===== src/pkg/frame_energy_map.svh =====
/*
 * Constants for the frame energy and pole tone test: lag counts,
 * field positions, widths and the low-frequency ratio limit.
 * Assumes inclusion by bare name from the package and the top module.
 */
`ifndef FRAME_ENERGY_MAP_SVH
`define FRAME_ENERGY_MAP_SVH

// ==========================================================
// frame shape
`define FILTER_ORDER 8
`define NUM_LAGS 9
`define LAST_LAG 4'h8
`define LAG_END 4'h9
`define FRAME_MS 20
`define FRAME_LAST_SAMPLE 167

// ==========================================================
// lag word layout in the coefficient store
`define SIG_ACF_MSB 31
`define SIG_ACF_LSB 16
`define FLT_ACF_MSB 15
`define FLT_ACF_LSB 0

// ==========================================================
// widths and fixed-point scaling
`define DATA_W 16
`define WORD_W 32
`define ACC_W 40
`define Q_FRAC 15

// 0.0973 in Q15, tan^2 of the 385 Hz pole angle
`define LOW_RATIO_Q15 54'sh0c74

// ==========================================================
// reset values
`define ACC_RESET 40'sh0
`define CNT_RESET 4'h0

`endif


===== src/pkg/frame_energy_pkg.sv =====
/*
 * Types shared by the frame energy and pole tone test files.
 * Assumes frame_energy_map.svh is on the include path.
 */
`include "frame_energy_map.svh"

package frame_energy_pkg;

    // ==========================================================
    // control states
    typedef enum logic [1:0] {
        ST_IDLE,
        ST_RUN,
        ST_DONE
    } state_e;

    typedef logic signed [`DATA_W-1:0] sample_t;
    typedef logic [`WORD_W-1:0] lag_word_t;
    typedef logic signed [`ACC_W-1:0] acc_t;
    typedef logic [3:0] lag_idx_t;

endpackage : frame_energy_pkg


===== src/hdl/coef_store.sv =====
/*
 * Nine-word store of lag pairs (signal and filter autocorrelation).
 * Assumes one writer and one reader on core_clk; read data registered.
 */
`timescale 1ns/100ps

module coef_store
    import frame_energy_pkg::*;
(
    input wire logic core_clk,
    input wire logic nrst,
    input wire logic wr_en,
    input wire lag_idx_t wr_addr,
    input wire lag_word_t wr_data,
    input wire lag_idx_t rd_addr,
    output lag_word_t rd_data
);

    lag_word_t mem [`NUM_LAGS];

    // ==========================================================
    // write port, no reset on contents
    always_ff @(posedge core_clk) begin
        if (wr_en) begin
            mem[wr_addr] <= wr_data;
        end
    end

    // registered read; index beyond the last lag reads zero
    always_ff @(posedge core_clk) begin
        if (!nrst) begin
            rd_data <= '0;
        end else if (rd_addr <= `LAST_LAG) begin
            rd_data <= mem[rd_addr];
        end else begin
            rd_data <= '0;
        end
    end

endmodule : coef_store


===== config.mk =====
export PLATFORM = sky130hd
export DESIGN_NAME = coef_store
export DESIGN_NICKNAME = d
export VERILOG_FILES = /design/src/pkg/frame_energy_pkg.sv /design/src/hdl/coef_store.sv
export VERILOG_INCLUDE_DIRS = /design/src /design/src/pkg
export SDC_FILE = /design/constraint.sdc
export NUM_CORES = 1
export LEC_CHECK = 0
export BUFFER_PORTS_ARGS = -buffer_cell sky130_fd_sc_hd__buf_2
export CAP_MARGIN = 20
export CORE_MARGIN = 4
export CORE_UTILIZATION = 40
export DETAILED_ROUTE_END_ITERATION = 16
export PLACE_DENSITY = 0.63
export SYNTH_ARGS = -nofsm -noshare
export SYNTH_HDL_FRONTEND = slang
export SYNTH_SLANG_ARGS = --single-unit

===== constraint.sdc =====
create_clock -name core_clk -period 6.75 [get_ports core_clk]
set_input_delay 0.3375 -clock core_clk [delete_from_list [all_inputs] [get_ports core_clk]]
set_output_delay 0.3375 -clock core_clk [all_outputs]
set_load 0.02 [all_outputs]

==> impl_metrics.py <==
metrics = {
    "run_status": {
        "status": "finished, final reports clean",
    },
    "synthesis": {
        "avgSynthCellArea_um2": 20.23,
        "syn_area_um2": 12180,
        "syn_inst": 602,
        "yosysWarnings": 0,
        "synth.area.top_cells": "edfxtp_1 71%, mux2_2 5.9%, mux4_2 5.9%, dfxtp_1 5.3%, a221oi_2 3.7%",
        "seq_area_frac_synth_pct": 76.28,
        "synth-seq-cells": 320,
        "ys_types": 23,
        "synth_top_area_share_pct": 71.02,
        "yosysTopAreaCell": "edfxtp_1",
        "syn-num-nets": 645,
    },
    "placed_design": {
        "port_buffers": 74,
        "pre_cts_ws_ns": 3.804,
        "dp_hpwl_um": 13260,
        "gp_congestion": 0.7281,
    },
    "worst_setup_path": {
        "crit_fanout": 54,
        "rr_worst_depth": 3,
        "crit-reg2reg-launch": "mem[7][31]",
        "crit_type": "input pin to flop",
        "cp.arrival_ns": 2.73,
        "crit_required_ns": 7.13,
        "worstSetupEndpointType": "flop",
        "r2r_end": "rd_data[31]",
        "worstSetupStartpointType": "input pin",
        "r2r_setup_slack_ns": 5.37,
        "critPathLaunch": "rd_addr[0]",
    },
    "power_and_ir_drop": {
        "power.share.clock_pct": 39.4,
        "switching_share_pct": 20.93,
        "vdd_ir_drop_max_mv": 0.1945,
        "intPower_mw": 3.198,
        "power_frac_comb_pct": 5.8,
        "pwr-share-seq_pct": 54.9,
        "leakagePower_nw": 4.465,
        "p_per_area_nw_per_um2": 290.7,
        "p_switching_mw": 0.8464,
        "total_power_mw": 4.044,
    },
    "floorplanning": {
        "core_um2": 29800,
        "rows": 63,
        "die_w_um": 182.5,
        "fp.dieH_um": 182.5,
        "ioPinCount": 75,
        "initial_core_util_pct": 40.87,
        "dieArea_um2": 33300,
    },
    "layout": {
        "fillers": 2501,
        "antenna-diode-count": 0,
        "final_nets": 730,
        "area_delta_synth_final_pct": 14.24,
        "drive_above_1_share_pct": 40.73,
    },
    "timing": {
        "fin_crit_sh_pct": 34.92,
        "whs_ns": 0.07040,
        "setup_viol": 0,
        "fmax_ghz": 0.4243,
        "rsz0062_at_grt": "no",
        "setup-tns-final_ns": 0,
        "period_needed_ns": 2.357,
        "drv_slew": 0,
        "tightestPinTransition_ns": 0.9523,
        "setup_ws_ns": 4.393,
        "skew_ns": 0.006702,
        "hold_violations": 0,
        "relSlewSlack_pct": 36.51,
    },
    "grt": {
        "grt_pass1_wl_um": 40140,
        "grt_max_degree": 65,
        "gr-usage-all-layers_pct": 15.77,
        "grt_pass1_vias": 6554,
        "grt_antenna_before_repair": 2,
        "grt_remaining_overflow": 0,
    },
    "drt": {
        "dr.pass1.iters": 4,
        "drt_iter0_markers": 525,
        "ant_nets": 0,
        "drc": 0,
        "wl_um": 26210,
        "via_per_inst": 5.426,
        "vias": 5980,
        "wl_per_cell_um": 23.79,
    },
    "clock_tree": {
        "clk_pin_slew_ns": 0.06,
        "clkLatencyLatePin_ns": 0.55,
        "hold_buffers": 0,
        "cts.repair.resized": 0,
        "clock_path_buffers": 3,
        "clockRootBuffer": "clkbuf_16",
        "clock-sinks": 320,
        "cts_inserted_buffers": 31,
        "cts_setup_buffers": 0,
        "htreeDepth": 1,
        "cts_tree": "built",
    },
    "worst_hold_path": {
        "holdCritStartpoint": "wr_data[27]",
        "hold-path-endpoint": "mem[1][27]",
        "min_path_type": "input pin to flop",
        "whs_path_depth": 1,
    },
    "job": {
        "cap_violations": 0,
    },
}
metal layers:
layer / wire (um) / track usage (%) / share of wire (%)
met1: 11030 / 21.03 / 42
met2: 13310 / 26.83 / 51
met3: 1359 / 3.030 / 5.2
met4: 478 / 3.963 / 1.8
met5: 31 / 0 / 0.12
cell usage after synthesis:
master,count
nor2b_1,1
buf_12,2
dfxtp_1,32
nand2b_1,2
buf_2,11
clkbuf_1,14
buf_6,10
a22oi_2,15
a22oi_1,17
buf_4,2
nand2_1,33
a221oi_2,30
a21oi_1,32
nand3b_1,2
inv_1,1
nor3_4,1
a221oi_1,2
or3b_2,1
nor2_1,7
mux4_2,32
mux2_2,64
edfxtp_1,288
nor3_1,3
critical path: stages:
cell and delay [ns]:
buf_4 0.66, buf_4 0.73, mux4_2 0.58, a22oi_1 0.25, a221oi_2 0.10
worst max-delay path by stage:
| stage | to | slack [ns] | cells past startpoint |
|---|---|---|---|
| 6_report | rd_data[1] | 4.39 | 5 |
| 5_1_grt | rd_data[1] | 4.16 | 5 |
| 4_1_cts | rd_data[1] | 4.37 | 5 |
| 3_5_place_dp | rd_data[1] | 3.80 | 5 |
| 3_3_place_gp | rd_data[11] | 3.85 | 5 |
| 2_1_floorplan | mem[0][0] | 3.23 | 2 |
flip-flops by register name, summed over array words and instances, names as in the netlist:
name,count
mem,288
rd_data,32
per-stage QoR:
step                cells  cell area (um2)  utilization, %
floorplan             602            12180               -
global placement     1044            12970           43.52
detailed placement   1044            12970           43.52
CTS                  1102            13910           46.69
global route         1102            13910           46.69
finish               1102            13910           46.69
logic make-up after synthesis:
| family | count (synthesis) | synth area share [%] |
|---|---|---|
| buffers and inverters | 40 | 2.291 |
| muxes | 96 | 11.84 |
| AOI/OAI and AO/OA | 96 | 7.748 |
| and+or+nand+nor | 50 | 1.839 |
| DFF | 320 | 76.28 |
power by group through the flow:
stage	Sequential [mW]	Clock, mW	Combinational (mW)
detailed placement	2.26	0	0.237
global route	2.22	1.72	0.253
global placement	2.26	0	0.230
CTS	2.22	1.62	0.238
finish	2.22	1.59	0.233
floorplan	2.27	0	0.139
cell usage in the layout, fill, tap and decap left out, types with 5 or more instances in the layout:
master | synthesis | final
edfxtp_1 | 288 | 288
nor2_4 | 0 | 7
mux2_2 | 64 | 64
nand2_1 | 33 | 33
a22oi_2 | 15 | 15
clkbuf_16 | 0 | 31
dfxtp_1 | 32 | 32
clkinv_2 | 0 | 7
a221oi_2 | 30 | 30
buf_4 | 2 | 18
clkinv_1 | 0 | 5
buf_2 | 11 | 73
a22oi_1 | 17 | 17
a21oi_1 | 32 | 32
mux4_2 | 32 | 32
clkbuf_1 | 14 | 9
layout make-up:
class	instances	area, um2	area share (%)
Sequential cell	320	9289	66.77
Tap cell	390	488.0	3.508
Clock inverter	16	107.6	0.7735
Inverter	1	3.754	0.02698
Multi-Input combinational cell	242	2685	19.30
Clock buffer	42	837.1	6.017
Timing Repair Buffer	91	500.5	3.598
Power figures use the tool's default switching activity.
